--- config.mk ---
export PLATFORM = sky130hd
export DESIGN_NAME = packet_format_config
export DESIGN_NICKNAME = d
export VERILOG_FILES = /design/src/inc/packet_format_pkg.sv /design/src/rtl/frame_crc.sv /design/src/rtl/packet_format_config.sv
export SDC_FILE = /design/constraint.sdc
export NUM_CORES = 1
export LEC_CHECK = 0
export BUFFER_PORTS_ARGS = -buffer_cell sky130_fd_sc_hd__buf_2
export CORE_UTILIZATION = 63
export CTS_CLUSTER_DIAMETER = 30
export DETAILED_ROUTE_END_ITERATION = 7
export PLACE_DENSITY_LB_ADDON = 0.08
export SETUP_SLACK_MARGIN = 0.15
export SLEW_MARGIN = 20
export SYNTH_ARGS = -nofsm -noshare
export SYNTH_HDL_FRONTEND = slang
export SYNTH_SLANG_ARGS = --single-unit
--- constraint.sdc ---
create_clock -name core_clk -period 12.66 [get_ports core_clk]
set_input_delay 0 -clock core_clk [delete_from_list [all_inputs] [get_ports core_clk]]
set_output_delay 0 -clock core_clk [all_outputs]
set_load 0.01 [all_outputs]
--- src/inc/packet_format_pkg.sv ---
// Purpose: shared constants for the packet format configuration block
// Assumes: register index times four gives the apb byte address
// Notes: reset values of the configuration registers are plain zeros
package packet_format_pkg;
    // ----------------------------------------------------------------
    // register indices
    // ----------------------------------------------------------------
    localparam int PADDR_W = 12;
    localparam logic [9:0] IDX_SYNC_MID = 10'h122;
    localparam logic [9:0] IDX_SYNC_LOW = 10'h123;
    localparam logic [9:0] IDX_TX_PTR = 10'h124;
    localparam logic [9:0] IDX_RX_PTR = 10'h125;
    localparam logic [9:0] IDX_FRAME = 10'h126;
    localparam logic [9:0] IDX_LIMIT = 10'h130;
    localparam logic [9:0] IDX_IRQ_STAT = 10'h131;
    localparam logic [9:0] IDX_IRQ_MASK = 10'h132;
    localparam logic [9:0] IDX_STATUS = 10'h133;
    // ----------------------------------------------------------------
    // fields and reset values
    // ----------------------------------------------------------------
    localparam int BIT_MSB_FIRST = 7;
    localparam int BIT_FIXED = 6;
    localparam int BIT_CRC_EN = 5;
    localparam int MODE_HI = 4;
    localparam int MODE_LO = 3;
    localparam int OFFSET_HI = 2;
    localparam logic [7:0] RST_BYTE = 8'h00;
    localparam logic [5:0] RST_IRQ = 6'h00;
    localparam logic [9:0] LEN_BIAS = 10'h004;
    localparam logic [3:0] WORD_LAST = 4'hf;
    localparam logic [2:0] BYTE_LAST = 3'h7;
    // ----------------------------------------------------------------
    // interrupt status bits
    // ----------------------------------------------------------------
    localparam int IRQ_W = 6;
    localparam int IRQ_TX_DONE = 0;
    localparam int IRQ_RX_DONE = 1;
    localparam int IRQ_CRC_ERR = 2;
    localparam int IRQ_LEN_ERR = 3;
    localparam int IRQ_PREAMBLE = 4;
    localparam int IRQ_SYNC = 5;
    // ----------------------------------------------------------------
    // data path select codes
    // ----------------------------------------------------------------
    typedef enum logic [1:0] {
        MODE_PACKET = 2'h0,
        MODE_SPORT_PRE = 2'h1,
        MODE_SPORT_SYNC = 2'h2,
        MODE_UNUSED = 2'h3
    } data_path_t;
endpackage : packet_format_pkg

--- src/rtl/frame_crc.sv ---
// Purpose: bit serial crc register, msb first, no output inversion
// Assumes: clear and shift are never high together
// Notes: message followed by its crc leaves a zero residue
`timescale 1ns/1ns
module frame_crc #(
    parameter int WIDTH = 16,
    parameter logic [WIDTH-1:0] POLY = 16'h1021,
    parameter logic [WIDTH-1:0] INIT = 16'hffff
) (
    input wire logic core_clk,
    input wire logic rst_b,
    input wire logic clear,
    input wire logic shift,
    input wire logic din,
    output logic [WIDTH-1:0] crc
);
    initial
    begin
        if (WIDTH < 2) $error("crc width too small");
    end

    always_ff @(posedge core_clk or negedge rst_b)
    begin
        if (!rst_b)
            crc <= INIT;
        else if (clear)
            crc <= INIT;
        else if (shift)
            crc <= {crc[WIDTH-2:0], 1'b0} ^ ((crc[WIDTH-1] ^ din) ? POLY : '0);
    end
endmodule : frame_crc

--- src/rtl/packet_format_config.sv ---
// Purpose: packet handler configuration registers and framing datapath
// Assumes: apb master; packet ram answers one cycle after its read cycle
// Notes: tx and rx share the ram port and never run together
//
// Implementation choice: register access over APB.
`timescale 1ns/1ns
module packet_format_config
    import packet_format_pkg::*;
(
    input wire logic core_clk,
    input wire logic rst_b,
    input wire logic psel,
    input wire logic penable,
    input wire logic pwrite,
    input wire logic [packet_format_pkg::PADDR_W-1:0] paddr,
    input wire logic [31:0] pwdata,
    output logic [31:0] prdata,
    output logic pready,
    output logic pslverr,
    input wire logic tx_start,
    input wire logic tx_bit_req,
    output logic tx_bit,
    output logic tx_bit_valid,
    input wire logic rx_bit_pin,
    input wire logic rx_tick_pin,
    input wire logic preamble_det,
    input wire logic sync_det,
    output logic [15:0] sync_pattern,
    output logic [7:0] ram_addr,
    output logic ram_rd_en,
    input wire logic [7:0] ram_rdata,
    output logic ram_wr_en,
    output logic [7:0] ram_wdata,
    output logic general_irq_output,
    output logic sport_rx_en,
    output logic sport_data,
    output logic irq
);
    import packet_format_pkg::*;

    // ----------------------------------------------------------------
    // declarations
    // ----------------------------------------------------------------
    typedef enum logic [3:0] {
        ST_IDLE, ST_TX_SYNC, ST_TX_WAIT, ST_TX_TAKE, ST_TX_DATA,
        ST_TX_CRC, ST_RX_DATA, ST_RX_CRC, ST_RX_CHECK
    } state_t;

    state_t state_r;
    logic [7:0] sync_mid_r, sync_low_r, tx_ptr_r, rx_ptr_r, frame_r, limit_r;
    logic [IRQ_W-1:0] stat_r, mask_r, ev_r, ev_set, w1c;
    logic [8:0] idx_r, plen_r, plen_calc;
    logic [3:0] cnt_r;
    logic [7:0] byte_r, first_byte, rx_byte_nxt;
    logic [1:0] pin_s1, pin_s2, pin_s3, pin_q;
    logic tick_prev_r, rx_tick, rx_bit_q;
    logic msb_first, fixed_len, crc_en, pkt_mode, len_bad, exp_bit;
    logic crc_clr, crc_shift, crc_din, last_byte;
    logic [15:0] crc_val;
    data_path_t mode;
    logic setup, access_done, known;
    logic [9:0] reg_idx;
    logic [31:0] rd_val;

    // ----------------------------------------------------------------
    // functions
    // ----------------------------------------------------------------
    function automatic logic bit_pick(input logic [7:0] b, input logic [2:0] n,
                                      input logic msb);
        bit_pick = msb ? b[BYTE_LAST - n] : b[n];
    endfunction : bit_pick

    function automatic logic [8:0] pay_len(input logic [7:0] len, input logic [2:0] off);
        logic [9:0] s;
        s = {2'h0, len} + {7'h00, off};
        pay_len = (s < LEN_BIAS) ? 9'h000 : 9'(s - LEN_BIAS);
    endfunction : pay_len

    function automatic logic idx_known(input logic [9:0] i);
        idx_known = (i >= IDX_SYNC_MID && i <= IDX_FRAME) ||
                    (i >= IDX_LIMIT && i <= IDX_STATUS);
    endfunction : idx_known

    // ----------------------------------------------------------------
    // configuration decode
    // ----------------------------------------------------------------
    assign msb_first = frame_r[BIT_MSB_FIRST];
    assign fixed_len = frame_r[BIT_FIXED];
    assign crc_en = frame_r[BIT_CRC_EN];
    assign mode = data_path_t'(frame_r[MODE_HI:MODE_LO]);
    assign pkt_mode = (mode == MODE_PACKET);
    assign sync_pattern = {sync_mid_r, sync_low_r};

    // ----------------------------------------------------------------
    // pin synchronisers
    // ----------------------------------------------------------------
    always_ff @(posedge core_clk or negedge rst_b)
    begin
        if (!rst_b)
        begin
            pin_s1 <= 2'h0;
            pin_s2 <= 2'h0;
            pin_s3 <= 2'h0;
        end
        else
        begin
            pin_s1 <= {rx_tick_pin, rx_bit_pin};
            pin_s2 <= pin_s1;
            pin_s3 <= pin_s2;
        end
    end

    for (genvar g = 0; g < 2; g++)
    begin : g_pin
        always_ff @(posedge core_clk or negedge rst_b)
        begin
            if (!rst_b)
                pin_q[g] <= 1'b0;
            else if (pin_s2[g] == pin_s3[g])
                pin_q[g] <= pin_s3[g];
        end
    end

    always_ff @(posedge core_clk or negedge rst_b)
    begin
        if (!rst_b)
            tick_prev_r <= 1'b0;
        else
            tick_prev_r <= pin_q[1];
    end

    assign rx_tick = pin_q[1] & ~tick_prev_r;
    assign rx_bit_q = pin_q[0];

    // ----------------------------------------------------------------
    // length and crc control
    // ----------------------------------------------------------------
    assign rx_byte_nxt = msb_first ? {byte_r[6:0], rx_bit_q} : {rx_bit_q, byte_r[7:1]};
    assign first_byte = (state_r == ST_TX_TAKE) ? ram_rdata : rx_byte_nxt;
    assign plen_calc = pay_len(fixed_len ? limit_r : first_byte, frame_r[OFFSET_HI:0]);
    assign len_bad = (plen_calc == 9'h000) || (!fixed_len && first_byte > limit_r);
    assign last_byte = (idx_r + 9'h001) == ((idx_r == 9'h000) ? plen_calc : plen_r);
    assign exp_bit = bit_pick(byte_r, cnt_r[2:0], msb_first);
    assign crc_clr = (state_r == ST_IDLE);
    assign crc_shift = ((state_r == ST_TX_DATA) && tx_bit_req) ||
                       ((state_r == ST_RX_DATA || state_r == ST_RX_CRC) && rx_tick);
    assign crc_din = (state_r == ST_TX_DATA) ? exp_bit : rx_bit_q;

    frame_crc #(.WIDTH(16)) u_crc (
        .core_clk(core_clk),
        .rst_b(rst_b),
        .clear(crc_clr),
        .shift(crc_shift),
        .din(crc_din),
        .crc(crc_val)
    );

    // ----------------------------------------------------------------
    // framing state machine
    // ----------------------------------------------------------------
    always_ff @(posedge core_clk or negedge rst_b)
    begin
        if (!rst_b)
        begin
            state_r <= ST_IDLE;
            idx_r <= 9'h000;
            plen_r <= 9'h000;
            cnt_r <= 4'h0;
            byte_r <= 8'h00;
            ram_addr <= 8'h00;
            ram_rd_en <= 1'b0;
            ram_wr_en <= 1'b0;
            ram_wdata <= 8'h00;
            tx_bit <= 1'b0;
            tx_bit_valid <= 1'b0;
            ev_r <= RST_IRQ;
        end
        else
        begin
            ram_rd_en <= 1'b0;
            ram_wr_en <= 1'b0;
            tx_bit_valid <= 1'b0;
            ev_r <= RST_IRQ;
            unique case (state_r)
                ST_IDLE:
                begin
                    idx_r <= 9'h000;
                    cnt_r <= 4'h0;
                    if (pkt_mode && tx_start)
                        state_r <= ST_TX_SYNC;
                    else if (pkt_mode && sync_det)
                        state_r <= ST_RX_DATA;
                end
                ST_TX_SYNC:
                    if (tx_bit_req)
                    begin
                        tx_bit <= sync_pattern[WORD_LAST - cnt_r];
                        tx_bit_valid <= 1'b1;
                        cnt_r <= cnt_r + 4'h1;
                        if (cnt_r == WORD_LAST)
                        begin
                            ram_addr <= tx_ptr_r;
                            ram_rd_en <= 1'b1;
                            state_r <= ST_TX_WAIT;
                        end
                    end
                ST_TX_WAIT:
                    state_r <= ST_TX_TAKE;
                ST_TX_TAKE:
                begin
                    byte_r <= ram_rdata;
                    cnt_r <= 4'h0;
                    state_r <= ST_TX_DATA;
                    if (idx_r == 9'h000)
                    begin
                        plen_r <= plen_calc;
                        if (len_bad)
                        begin
                            ev_r[IRQ_LEN_ERR] <= 1'b1;
                            state_r <= ST_IDLE;
                        end
                    end
                end
                ST_TX_DATA:
                    if (tx_bit_req)
                    begin
                        tx_bit <= exp_bit;
                        tx_bit_valid <= 1'b1;
                        cnt_r <= cnt_r + 4'h1;
                        if (cnt_r[2:0] == BYTE_LAST)
                        begin
                            cnt_r <= 4'h0;
                            idx_r <= idx_r + 9'h001;
                            if (idx_r + 9'h001 == plen_r)
                            begin
                                ev_r[IRQ_TX_DONE] <= !crc_en;
                                state_r <= crc_en ? ST_TX_CRC : ST_IDLE;
                            end
                            else
                            begin
                                ram_addr <= tx_ptr_r + idx_r[7:0] + 8'h01;
                                ram_rd_en <= 1'b1;
                                state_r <= ST_TX_WAIT;
                            end
                        end
                    end
                ST_TX_CRC:
                    if (tx_bit_req)
                    begin
                        tx_bit <= crc_val[WORD_LAST - cnt_r];
                        tx_bit_valid <= 1'b1;
                        cnt_r <= cnt_r + 4'h1;
                        if (cnt_r == WORD_LAST)
                        begin
                            ev_r[IRQ_TX_DONE] <= 1'b1;
                            state_r <= ST_IDLE;
                        end
                    end
                ST_RX_DATA:
                    if (rx_tick)
                    begin
                        byte_r <= rx_byte_nxt;
                        cnt_r <= cnt_r + 4'h1;
                        if (cnt_r[2:0] == BYTE_LAST)
                        begin
                            cnt_r <= 4'h0;
                            idx_r <= idx_r + 9'h001;
                            if (idx_r == 9'h000)
                                plen_r <= plen_calc;
                            if (idx_r == 9'h000 && len_bad)
                            begin
                                ev_r[IRQ_LEN_ERR] <= 1'b1;
                                state_r <= ST_IDLE;
                            end
                            else
                            begin
                                ram_wr_en <= 1'b1;
                                ram_addr <= rx_ptr_r + idx_r[7:0];
                                ram_wdata <= rx_byte_nxt;
                                if (last_byte)
                                begin
                                    ev_r[IRQ_RX_DONE] <= !crc_en;
                                    state_r <= crc_en ? ST_RX_CRC : ST_IDLE;
                                end
                            end
                        end
                    end
                ST_RX_CRC:
                    if (rx_tick)
                    begin
                        cnt_r <= cnt_r + 4'h1;
                        if (cnt_r == WORD_LAST)
                            state_r <= ST_RX_CHECK;
                    end
                ST_RX_CHECK:
                begin
                    ev_r[IRQ_CRC_ERR] <= (crc_val != 16'h0000);
                    ev_r[IRQ_RX_DONE] <= 1'b1;
                    state_r <= ST_IDLE;
                end
            endcase
        end
    end

    // ----------------------------------------------------------------
    // streaming mode outputs
    // ----------------------------------------------------------------
    always_ff @(posedge core_clk or negedge rst_b)
    begin
        if (!rst_b)
        begin
            general_irq_output <= 1'b0;
            sport_rx_en <= 1'b0;
            sport_data <= 1'b0;
        end
        else
        begin
            general_irq_output <= (mode == MODE_SPORT_PRE && preamble_det) ||
                                  (mode == MODE_SPORT_SYNC && sync_det);
            if (mode != MODE_SPORT_PRE && mode != MODE_SPORT_SYNC)
                sport_rx_en <= 1'b0;
            else if (preamble_det)
                sport_rx_en <= 1'b1;
            sport_data <= sport_rx_en & rx_bit_q;
        end
    end

    // ----------------------------------------------------------------
    // apb slave and registers
    // ----------------------------------------------------------------
    assign setup = psel & ~penable;
    assign access_done = psel & penable & pready;
    assign reg_idx = paddr[11:2];
    assign known = idx_known(reg_idx) && (paddr[1:0] == 2'h0);
    assign ev_set = ev_r | {sync_det, preamble_det, 4'h0};
    assign w1c = (access_done && pwrite && !pslverr && reg_idx == IDX_IRQ_STAT) ?
                 pwdata[IRQ_W-1:0] : RST_IRQ;

    always_comb
    begin
        rd_val = 32'h0000_0000;
        unique case (reg_idx)
            IDX_SYNC_MID: rd_val = {24'h000000, sync_mid_r};
            IDX_SYNC_LOW: rd_val = {24'h000000, sync_low_r};
            IDX_TX_PTR: rd_val = {24'h000000, tx_ptr_r};
            IDX_RX_PTR: rd_val = {24'h000000, rx_ptr_r};
            IDX_FRAME: rd_val = {24'h000000, frame_r};
            IDX_LIMIT: rd_val = {24'h000000, limit_r};
            IDX_IRQ_STAT: rd_val = {26'h0000000, stat_r};
            IDX_IRQ_MASK: rd_val = {26'h0000000, mask_r};
            IDX_STATUS: rd_val = {20'h00000, state_r != ST_IDLE, mode, plen_r};
            default: rd_val = 32'h0000_0000;
        endcase
    end

    always_ff @(posedge core_clk or negedge rst_b)
    begin
        if (!rst_b)
        begin
            pready <= 1'b0;
            pslverr <= 1'b0;
            prdata <= 32'h0000_0000;
        end
        else
        begin
            pready <= setup;
            pslverr <= setup && !known;
            prdata <= (setup && !pwrite && known) ? rd_val : 32'h0000_0000;
        end
    end

    always_ff @(posedge core_clk or negedge rst_b)
    begin
        if (!rst_b)
        begin
            sync_mid_r <= RST_BYTE;
            sync_low_r <= RST_BYTE;
            tx_ptr_r <= RST_BYTE;
            rx_ptr_r <= RST_BYTE;
            frame_r <= RST_BYTE;
            limit_r <= RST_BYTE;
            mask_r <= RST_IRQ;
        end
        else if (access_done && pwrite && !pslverr)
        begin
            unique case (reg_idx)
                IDX_SYNC_MID: sync_mid_r <= pwdata[7:0];
                IDX_SYNC_LOW: sync_low_r <= pwdata[7:0];
                IDX_TX_PTR: tx_ptr_r <= pwdata[7:0];
                IDX_RX_PTR: rx_ptr_r <= pwdata[7:0];
                IDX_FRAME: frame_r <= pwdata[7:0];
                IDX_LIMIT: limit_r <= pwdata[7:0];
                IDX_IRQ_MASK: mask_r <= pwdata[IRQ_W-1:0];
                default: ;
            endcase
        end
    end

    always_ff @(posedge core_clk or negedge rst_b)
    begin
        if (!rst_b)
        begin
            stat_r <= RST_IRQ;
            irq <= 1'b0;
        end
        else
        begin
            stat_r <= (stat_r & ~w1c) | ev_set;
            irq <= |(stat_r & mask_r);
        end
    end
endmodule : packet_format_config

Word level (Yosys, flattened, before mapping)
Index checks and enable logic that the tools add are counted.
{ "op_classes": {"n_reduce_logical": 61, "mux": 99, "n_eq_ne": 42, "order_cmp": 9, "bitwise_logic": 15, "n_addsub": 9} }
{ "ops": {"columns": ["cell", "count"], "rows": [
  ["$pmux 12 s9", 1],
  ["$mux 8", 12],
  ["$eq 10x9->1 const B", 9],
  ["$mux 4", 19],
  ["$mux 9", 7],
  ["$pmux 4 s9", 1],
  ["$mux 1", 35],
  ["$mux 16", 2],
  ["$mux 32", 1],
  ["$pmux 9 s3", 1],
  ["$pmux 8 s3", 1],
  ["$ge 10x9->1 const B", 2],
  ["$le 10x9->1 const B", 2],
  ["$ne 2x2->1 const B", 10],
  ["$pmux 4 s5", 1],
  ["$eq 9x9->1", 2],
  ["$logic_and 1x1->1", 18],
  ["$logic_not 9->1", 2],
  ["$pmux 9 s2", 1],
  ["$add 8x8->8", 2],
  ["$eq 4x3->1 const B", 4],
  ["$pmux 8 s2", 1],
  ["$reduce_and 2->1", 8],
  ["$reduce_bool 16->1", 1],
  ["52 further kinds", 92]
]} }
{ "totals": {"out_inout_bits": 74, "register_bits": 181, "in_bits": 63, "word_cells": 269} }

Longest topological paths before layout
Gate-level depths: netlist of the first run.
{ "depth": {"depth_word": 13, "depth_mapped": 23, "ltp_nobuf": 19} }

By module
Synthesis of the first run repeated with hierarchy kept, for this count alone.
{ "hier_totals": {"cells_unflattened": 958, "hier_area_um2": 9781.9} }
{ "by_module_without_submodules": {"columns": ["module", "seq_area_each_um2", "area_per_inst_um2", "n_inst", "cells_each"], "rows": [
  ["packet_format_config", 3628.5, 9041.2, 1, 902],
  ["frame_crc", 420.4, 740.7, 1, 56]
]} }

Least setup slack after synthesis of the first run
OpenSTA, ideal clock, no wires.
{ "synth_timing": {"kind": "register to register", "from": "register state_r[3]", "to": "register ram_wdata[3]", "n_path_buf": 4, "stages_incl_launch_ff": 22, "required_ps": 12535, "synth_period_minus_slack_ps": 4490, "path_slack_ps": 8170, "arrival_time_ps": 4365, "setup_time_ps": 125, "cell_sequence": "dfrtp_1 -> buf_6 -> nand4bb_1 -> buf_4 -> buf_6 -> nand2_1 -> o21ai_0 -> o21ai_0 -> ha_1 -> inv_1 -> fa_1 -> xnor2_1 -> inv_1 -> ha_1 -> nor4_1 -> a211o_1 -> xnor2_1 -> o41ai_2 -> a31o_4 -> and4bb_1 -> buf_6 -> mux2_4"} }
{ "synth_between": {"elab_chain_len": 11, "word_cells_on_any_way": 15, "classes_between": "add/sub (2); order compare (2); eq/ne (2); mux (3); bitwise (1); reduce/logical (5)"} }
{ "synth_rtl": {"columns": ["element", "line", "source"], "rows": [
  ["start, declared", "packet_format_config.sv:49", "state_t state_r;"],
  ["start signal, assigned", "packet_format_config.sv:237", "state_r <= crc_en ? ST_TX_CRC : ST_IDLE;"],
  ["start signal, assigned", "packet_format_config.sv:283", "state_r <= crc_en ? ST_RX_CRC : ST_IDLE;"],
  ["$eq 4x2->1", "packet_format_config.sv:139", "assign first_byte = (state_r == ST_TX_TAKE) ? ram_rdata : rx_byte_nxt;"],
  ["$mux 8", "packet_format_config.sv:139", null],
  ["$mux 8", "packet_format_config.sv:140", "assign plen_calc = pay_len(fixed_len ? limit_r : first_byte, frame_r[OFFSET_HI:0]);"],
  ["$add 8x3->9", "packet_format_config.sv:75", "s = {2'h0, len} + {7'h00, off};"],
  ["$sub 9x3->9 / $lt 9x3->1 (equally long branches)", "packet_format_config.sv:76", "pay_len = (s < LEN_BIAS) ? 9'h000 : 9'(s - LEN_BIAS);"],
  ["$mux 9", "packet_format_config.sv:76", null],
  ["$logic_not 9->1", "packet_format_config.sv:141", "assign len_bad = (plen_calc == 9'h000) || (!fixed_len && first_byte > limit_r);"],
  ["$logic_or 1x1->1", "packet_format_config.sv:141", null],
  ["$logic_and 1x1->1", "packet_format_config.sv:270", "if (idx_r == 9'h000 && len_bad)"],
  ["$not 1->1 (no source line)", null, null],
  ["$reduce_and 4->1 (no source line) (*)", null, null],
  ["end signal, assigned", "packet_format_config.sv:279", "ram_wdata <= rx_byte_nxt;"],
  ["end, declared", "packet_format_config.sv:33", "output logic [7:0] ram_wdata,"]
]} }
Mark *: on every way between the ends. The rest lies on a longest branch, timed or not.
A chain may end at the register's enable or synchronous reset.

Worst setup path in the final report of the first run
{ "layout_timing": {"from": "register state_r[1]", "to": "register ram_wdata[7]"} }
Same word-level chain as after synthesis.

==> impl_metrics.tcl, run 1 <==
set metrics [dict create \
    status "complete, no violations" \
    vias_per_cell 6.26 \
    vias 8011 \
    skew_ns 0.00977 \
    hpwl_mm 18.4 \
    gr-usage-all-layers_pct 33.5 \
    core_area_um2 15200 \
    total_power_mw 2.04 \
    cts_tree "done" \
    p_leak_nw 5.19 \
    syn_inst 980 \
    routed_wl_mm 25.8 \
    peakVddDrop_mv 0.124 \
    whs_ns 0.101 \
    drc_errors 0 \
    areaGrowthSynthToFinish_pct 13.4 \
    drtPass1Iterations 7 \
    crit_path_start_kind "register" \
    htreeDepth 4 \
    place.gp.congestion 0.971 \
    postPlaceCellArea_um2 10200 \
    setup_viol 0 \
    period_share_pct 49.7 \
    yosysWarnings 0 \
    rsz0062_at_grt "no" \
    start_util_pct 64.4 \
    die-area_um2 16000 \
    min_period_ns 6.29 \
    critPathMaxFanout 21 \
    drt_iter0_markers 647 \
    hold_viol 0 \
    antenna_found_initial 0 \
    syn_avg_cell_area_um2 9.99 \
    synth_cell_types 81 \
    fmax_mhz 159 \
    ys.flop_type "dfrtp_1" \
    cts-root-buf "clkbuf_16" \
    cts.path.max_buffers 2 \
    pin_count 137 \
    postRouteAntennaNets 0 \
    async_flop_share_pct 100 \
    pwr-share-comb_pct 38.5 \
    switchingPower_mw 0.806 \
    diodes 0 \
    cap_violations 0 \
    critPathKind "reg -> reg" \
    setup_tns_ns 0 \
    grt.overflow.total 0 \
    netlist_area_um2 9790 \
    end_kind "register" \
    pre_cts_slack_ns 6.48 \
    io_buffers 92 \
    p_seq_share_pct 37.0 \
    clock_sinks 161 \
    synth_edf_count 0 \
    grt_pass1_wl_mm 41.1 \
    rows 45 \
    p_int_mw 1.23 \
    crit_arrival_ns 6.62 \
    stdcell_area_um2 11100 \
    grt_pass1_vias 7588 \
    p_clk_share_pct 24.5 \
    grt_max_degree 84 \
    clock_latency_ns 0.43 \
    switching_share_pct 39.5 \
    die_y_um 127 \
    cp.required_ns 12.98 \
    maxSlewViolCount 0 \
    slew_headroom_pct 20.6 \
    setup_ws_ns 6.37 \
    hold_class "in -> reg" \
    worst_pin_slew_ns 1.18 \
    avgRoutedWirePerCell_um 20.1 \
    nNetsFinal 1178 \
    dieWidth_um 127 \
    post-cts-setup-buffers 0 \
    yosysSeqAreaShare_pct 41.3 \
    p_per_area_nw_per_um2 184 \
    synth-seq-cells 161 \
    drive_gt1_share_pct 22.6 \
    cts_buffers 17 \
    clkTransAtPathRegs_ns 0.07 \
]
metrics by stage:
| stage | util, % | std cells |
|---|---|---|
| 6_report | 73.0 | 1280 |
| 5_1_grt | 73.0 | 1280 |
| 4_1_cts | 73.0 | 1280 |
| 2_1_floorplan | - | 999 |
| 3_3_place_gp | 67.4 | 1219 |
| 3_5_place_dp | 67.4 | 1219 |
critical path, stage by stage, from the launching register on:
cell	delay, ns
dfrtp_1	0.79
nand4bb_1	0.85
o21ai_0	0.64
o21ai_0	0.21
ha_1	0.35
a21o_1	0.17
a21oi_1	0.34
o21ai_0	0.32
nand2_1	0.16
ha_1	0.27
nor4_1	0.09
a211o_1	0.30
xnor2_1	0.23
o41ai_2	0.16
a31o_4	0.28
and4bb_1	0.62
mux2_2	0.40
state kept, by name, indices dropped and copies added, names as in the netlist, 9 cells and up:
name,count
idx_r,9
plen_r,9
prdata,12
u_crc.crc,16
what timing repair did:
action	4_1_cts	5_1_grt
endpoints found under the hold margin	144	0
hold buffers	29	0
resized for setup	0	0
power groups by stage:
stage / Clock, mW / Combinational [mW] / Sequential (mW)
2_1_floorplan: 0 / 0.628 / 0.704
3_3_place_gp: 0 / 0.756 / 0.758
3_5_place_dp: 0 / 0.767 / 0.762
4_1_cts: 0.504 / 0.779 / 0.753
5_1_grt: 0.522 / 0.870 / 0.770
6_report: 0.499 / 0.785 / 0.755
final timing paths:
path / depth (start not counted) / end / start / slack (ns)
max reg2reg: 16 / ram_wdata[7] / state_r[1] / 6.37
max in group asynchronous: 3 / plen_r[8] / rst_b / 11.29
max: 16 / ram_wdata[7] / state_r[1] / 6.37
min reg2reg: 0 / pin_s2[0] / pin_s1[0] / 0.36
min in group asynchronous: 2 / mask_r[2] / rst_b / 0.15
min: 4 / prdata[6] / paddr[5] / 0.10
Yosys cell counts, types with 4 or more instances:
| master | number | area share, % |
|---|---|---|
| o21ai_0 | 65 | 3.3 |
| buf_6 | 6 | 0.69 |
| a22o_1 | 4 | 0.36 |
| a31oi_1 | 5 | 0.32 |
| nand3_1 | 15 | 0.77 |
| dfstp_2 | 16 | 4.3 |
| nor4_1 | 17 | 1.1 |
| o21ai_1 | 5 | 0.26 |
| mux4_2 | 15 | 3.4 |
| ha_1 | 33 | 4.2 |
| nor2_1 | 94 | 3.6 |
| a221oi_1 | 8 | 0.72 |
| o22ai_1 | 4 | 0.26 |
| and2_1 | 5 | 0.32 |
| buf_4 | 21 | 1.6 |
| nand2_1 | 88 | 3.4 |
| a22oi_1 | 19 | 1.5 |
| a211oi_1 | 6 | 0.46 |
| mux2_4 | 7 | 1.1 |
| or2_2 | 5 | 0.32 |
| nand4_1 | 6 | 0.38 |
| or3_1 | 5 | 0.32 |
| inv_1 | 29 | 1.1 |
| xnor2_1 | 24 | 2.1 |
| xor2_1 | 12 | 1.1 |
| mux2i_1 | 23 | 2.4 |
| o21a_1 | 6 | 0.46 |
| dfrtp_1 | 145 | 37 |
| mux2_2 | 55 | 6.3 |
| clkbuf_1 | 33 | 1.3 |
| a21o_1 | 18 | 1.4 |
| o211ai_1 | 7 | 0.54 |
| nand2b_1 | 14 | 0.89 |
| nor2b_1 | 10 | 0.64 |
| nor3_1 | 27 | 1.4 |
| a222oi_1 | 7 | 0.72 |
| a21oi_1 | 53 | 2.7 |
per-layer routing:
| metal | track usage (%) | vias up | wire (µm) |
|---|---|---|---|
| met5 | 0 | - | 0 |
| met4 | 11.3 | 0 | 763 |
| met3 | 6.96 | 42 | 1830 |
| met2 | 53.3 | 334 | 12000 |
| met1 | 46.2 | 3909 | 11100 |
| li1 | - | 3726 | - |
final cells by class:
type / count / area (µm²)
clock buffer: 18 / 429
clock inverter: 14 / 130
fill: 1143 / 4100
inverter: 29 / 109
multi-input combinational: 743 / 5350
sequential: 161 / 4050
tap: 188 / 235
timing repair buffer: 127 / 806
logic make-up after synthesis:
logic type               after synthesis  share of synthesized area [%]
AO/OA/AOI/OAI                        239                           16.2
XOR/XNOR                              37                           3.45
adder cells (fa/ha/maj)               38                           5.03
buffers and inverters                 95                           4.94
flip-flops                           161                           41.3
multiplexers                         104                           13.9
other                                  1                         0.0383
AND/OR/NAND/NOR                      305                           15.0
placed cells by master (no fill, tap or decap), types with 16 or more instances in the layout:
master         instances
ha_1                  33
nand2_1               88
mux2i_1               23
dfstp_2               16
dlygate4sd3_1         29
o21ai_0               65
conb_1                20
a21oi_1               53
buf_2                 91
clkbuf_16             17
dfrtp_1              145
a22oi_1               19
a21o_1                18
inv_1                 29
mux2_2                55
nor2_1                94
xnor2_1               24
nor3_1                27
No activity file was read; power rests on OpenSTA's default activity.
==> run 2, diff against run 1 <==
--- a/config.mk
+++ b/config.mk
@@ -6,7 +6,7 @@
 export NUM_CORES = 1
 export LEC_CHECK = 0
 export BUFFER_PORTS_ARGS = -buffer_cell sky130_fd_sc_hd__buf_2
-export CORE_UTILIZATION = 63
+export CORE_UTILIZATION = 53
 export CTS_CLUSTER_DIAMETER = 30
 export DETAILED_ROUTE_END_ITERATION = 7
 export PLACE_DENSITY_LB_ADDON = 0.08
==> constraint.sdc (replaced) <==
create_clock -name core_clk -period 5.1 [get_ports core_clk]
set_input_delay 0 -clock core_clk [delete_from_list [all_inputs] [get_ports core_clk]]
set_output_delay 0 -clock core_clk [all_outputs]
set_load 0.01 [all_outputs]
==> run 2 against run 1 <==
Effect of this change: clock power rose to 2.5 times the previous value; cell area grew 1.8%; via count shrank 0.39%; count of clock-buffer cells in the layout unchanged; hold slack better by 0.032 ns; first-iteration DRC count up 7.1%; clock skew is essentially flat; sequential share of layout area fell by 0.62 points; critical path type unchanged; largest cell class unchanged.
==> impl_metrics.tcl, run 2 (synthesized netlist as in run 1, its figures left out) <==
set metrics [dict create \
    peakVddDrop_mv 0.273 \
    pin_count 137 \
    cp.required_ns 5.41 \
    cts.path.max_buffers 2 \
    vias_per_cell 5.97 \
    clkTransAtPathRegs_ns 0.07 \
    io_buffers 92 \
    critPathKind "reg -> reg" \
    nNetsFinal 1194 \
    grt.overflow.total 0 \
    end_kind "register" \
    total_power_mw 5.15 \
    die-area_um2 19000 \
    period_share_pct 88.9 \
    p_leak_nw 5.29 \
    post-cts-setup-buffers 0 \
    drc_errors 0 \
    holdPathEnd "prdata[3]" \
    drt_iter0_markers 693 \
    crit_path_start_kind "register" \
    grt_max_degree 111 \
    setup_tns_ns 0 \
    diodes 0 \
    grt_pass1_vias 7624 \
    status "complete, no violations" \
    avgRoutedWirePerCell_um 20.0 \
    reg2reg_depth 18 \
    core_area_um2 18000 \
    routed_wl_mm 26.7 \
    drive_gt1_share_pct 23.9 \
    rsz0062_at_grt "no" \
    rows 49 \
    gr-usage-all-layers_pct 29.4 \
    mostFrequentLayoutCell "dfrtp_1" \
    top_register "u_crc.crc" \
    setup_viol 0 \
    hold_class "in -> reg" \
    vias 7980 \
    layout.cells.non_filler 1337 \
    hpwl_mm 19.5 \
    whs_ns 0.133 \
    hold_start "paddr[5]" \
    fmax_mhz 221 \
    cts-root-buf "clkbuf_16" \
    top_regs "u_crc.crc x16, prdata x12" \
    postRouteAntennaNets 0 \
    r2r-end "state_r[2]" \
    largest_reg_flops 16 \
    cts_buffers 17 \
    hold_viol 0 \
    areaGrowthSynthToFinish_pct 15.4 \
    p_per_area_nw_per_um2 455 \
    grt_pass1_wl_mm 41.6 \
    rrSetupSlack_ns 0.57 \
    postPlaceCellArea_um2 10400 \
    final_cell_mix "dfrtp_1 (144), nor2_1 (94), buf_2 (91)" \
    start_util_pct 54.3 \
    die_y_um 138 \
    cap_violations 0 \
    timing.rr.start "state_r[3]" \
    antenna_found_initial 0 \
    hold_depth 4 \
    maxSlewViolCount 0 \
    clock_sinks 161 \
    dieWidth_um 138 \
    crit_arrival_ns 4.84 \
    htreeDepth 4 \
    clock_latency_ns 0.43 \
    place.gp.congestion 0.914 \
    stdcell_area_um2 11300 \
    slew_headroom_pct 26.9 \
    cts_tree "done" \
    min_period_ns 4.53 \
    dp_cells 1276 \
    worst_pin_slew_ns 1.09 \
    skew_ns 0.00963 \
    drtPass1Iterations 8 \
    critPathMaxFanout 15 \
]
[run 2: cell count changes in the layout (fill, tap and decap cells not counted), sizes merged]
cell,delta
buf,+15
bufinv,-1
clkbuf,+1
clkinvlp,-3
inv,+4
[run 2: repair_timing]
action / CTS / global route
resized for setup: 0 / 5
endpoints found under the setup margin: 0 / 12
endpoints found under the hold margin: 160 / 0
hold buffers: 29 / 0
[run 2: layer usage]
metal,up-vias,wire (µm),track usage [%]
met4,0,728,10.3
met3,38,1920,7.97
met1,3908,11800,39.7
met5,-,0,0
met2,278,12200,45.3
li1,3756,-,-
[run 2: where the power goes]
group | total, mW | leakage, nW | internal [mW] | switching (mW)
registers | 1.84 | 2.03 | 1.53 | 0.301
logic | 2.06 | 2.98 | 0.893 | 1.17
clock network | 1.25 | 0.278 | 0.651 | 0.599
total | 5.15 | 5.29 | 3.08 | 2.07
[run 2: cell type report]
| type | instances | area [µm²] |
|---|---|---|
| Fill cell | 1543 | 6730 |
| Multi-Input combinational cell | 743 | 5360 |
| Sequential cell | 161 | 4050 |
| Timing Repair Buffer | 143 | 925 |
| Clock buffer | 18 | 429 |
| Tap cell | 229 | 287 |
| Clock inverter | 14 | 140 |
| Inverter | 29 | 109 |
[run 2: how the worst max path moves through the flow]
stage	start	to	slack [ns]
after detailed placement	state_r[3]	ram_wdata[2]	0.39
after global routing	state_r[3]	ram_wdata[1]	0.21
final	state_r[3]	state_r[2]	0.57
after floorplan	state_r[3]	ram_wdata[3]	0.61
after global placement	frame_r[7]	ram_wdata[1]	0.52
after CTS	state_r[3]	ram_wdata[0]	0.35
[run 2: critical path: stages, from the launching register on]
cell       delay [ns]
dfrtp_1          0.38
nand4bb_1        0.19
buf_4            0.22
o21ai_0          0.33
o21ai_1          0.16
ha_1             0.31
a21o_1           0.17
a21oi_1          0.18
o21ai_0          0.21
nand2_1          0.13
ha_1             0.26
xnor3_1          0.53
nand2_1          0.09
o21ai_0          0.08
a22o_1           0.24
a211oi_1         0.17
nand4b_1         0.21
a21o_1           0.23
mux2_1           0.31
[run 2: stage by stage]
stage / setup WS [ns] / util (%)
after global placement: 0.517 / 57.8
final: 0.567 / 62.7
after floorplan: 0.610 / -
after CTS: 0.348 / 62.6
after detailed placement: 0.390 / 57.8
after global routing: 0.213 / 62.7
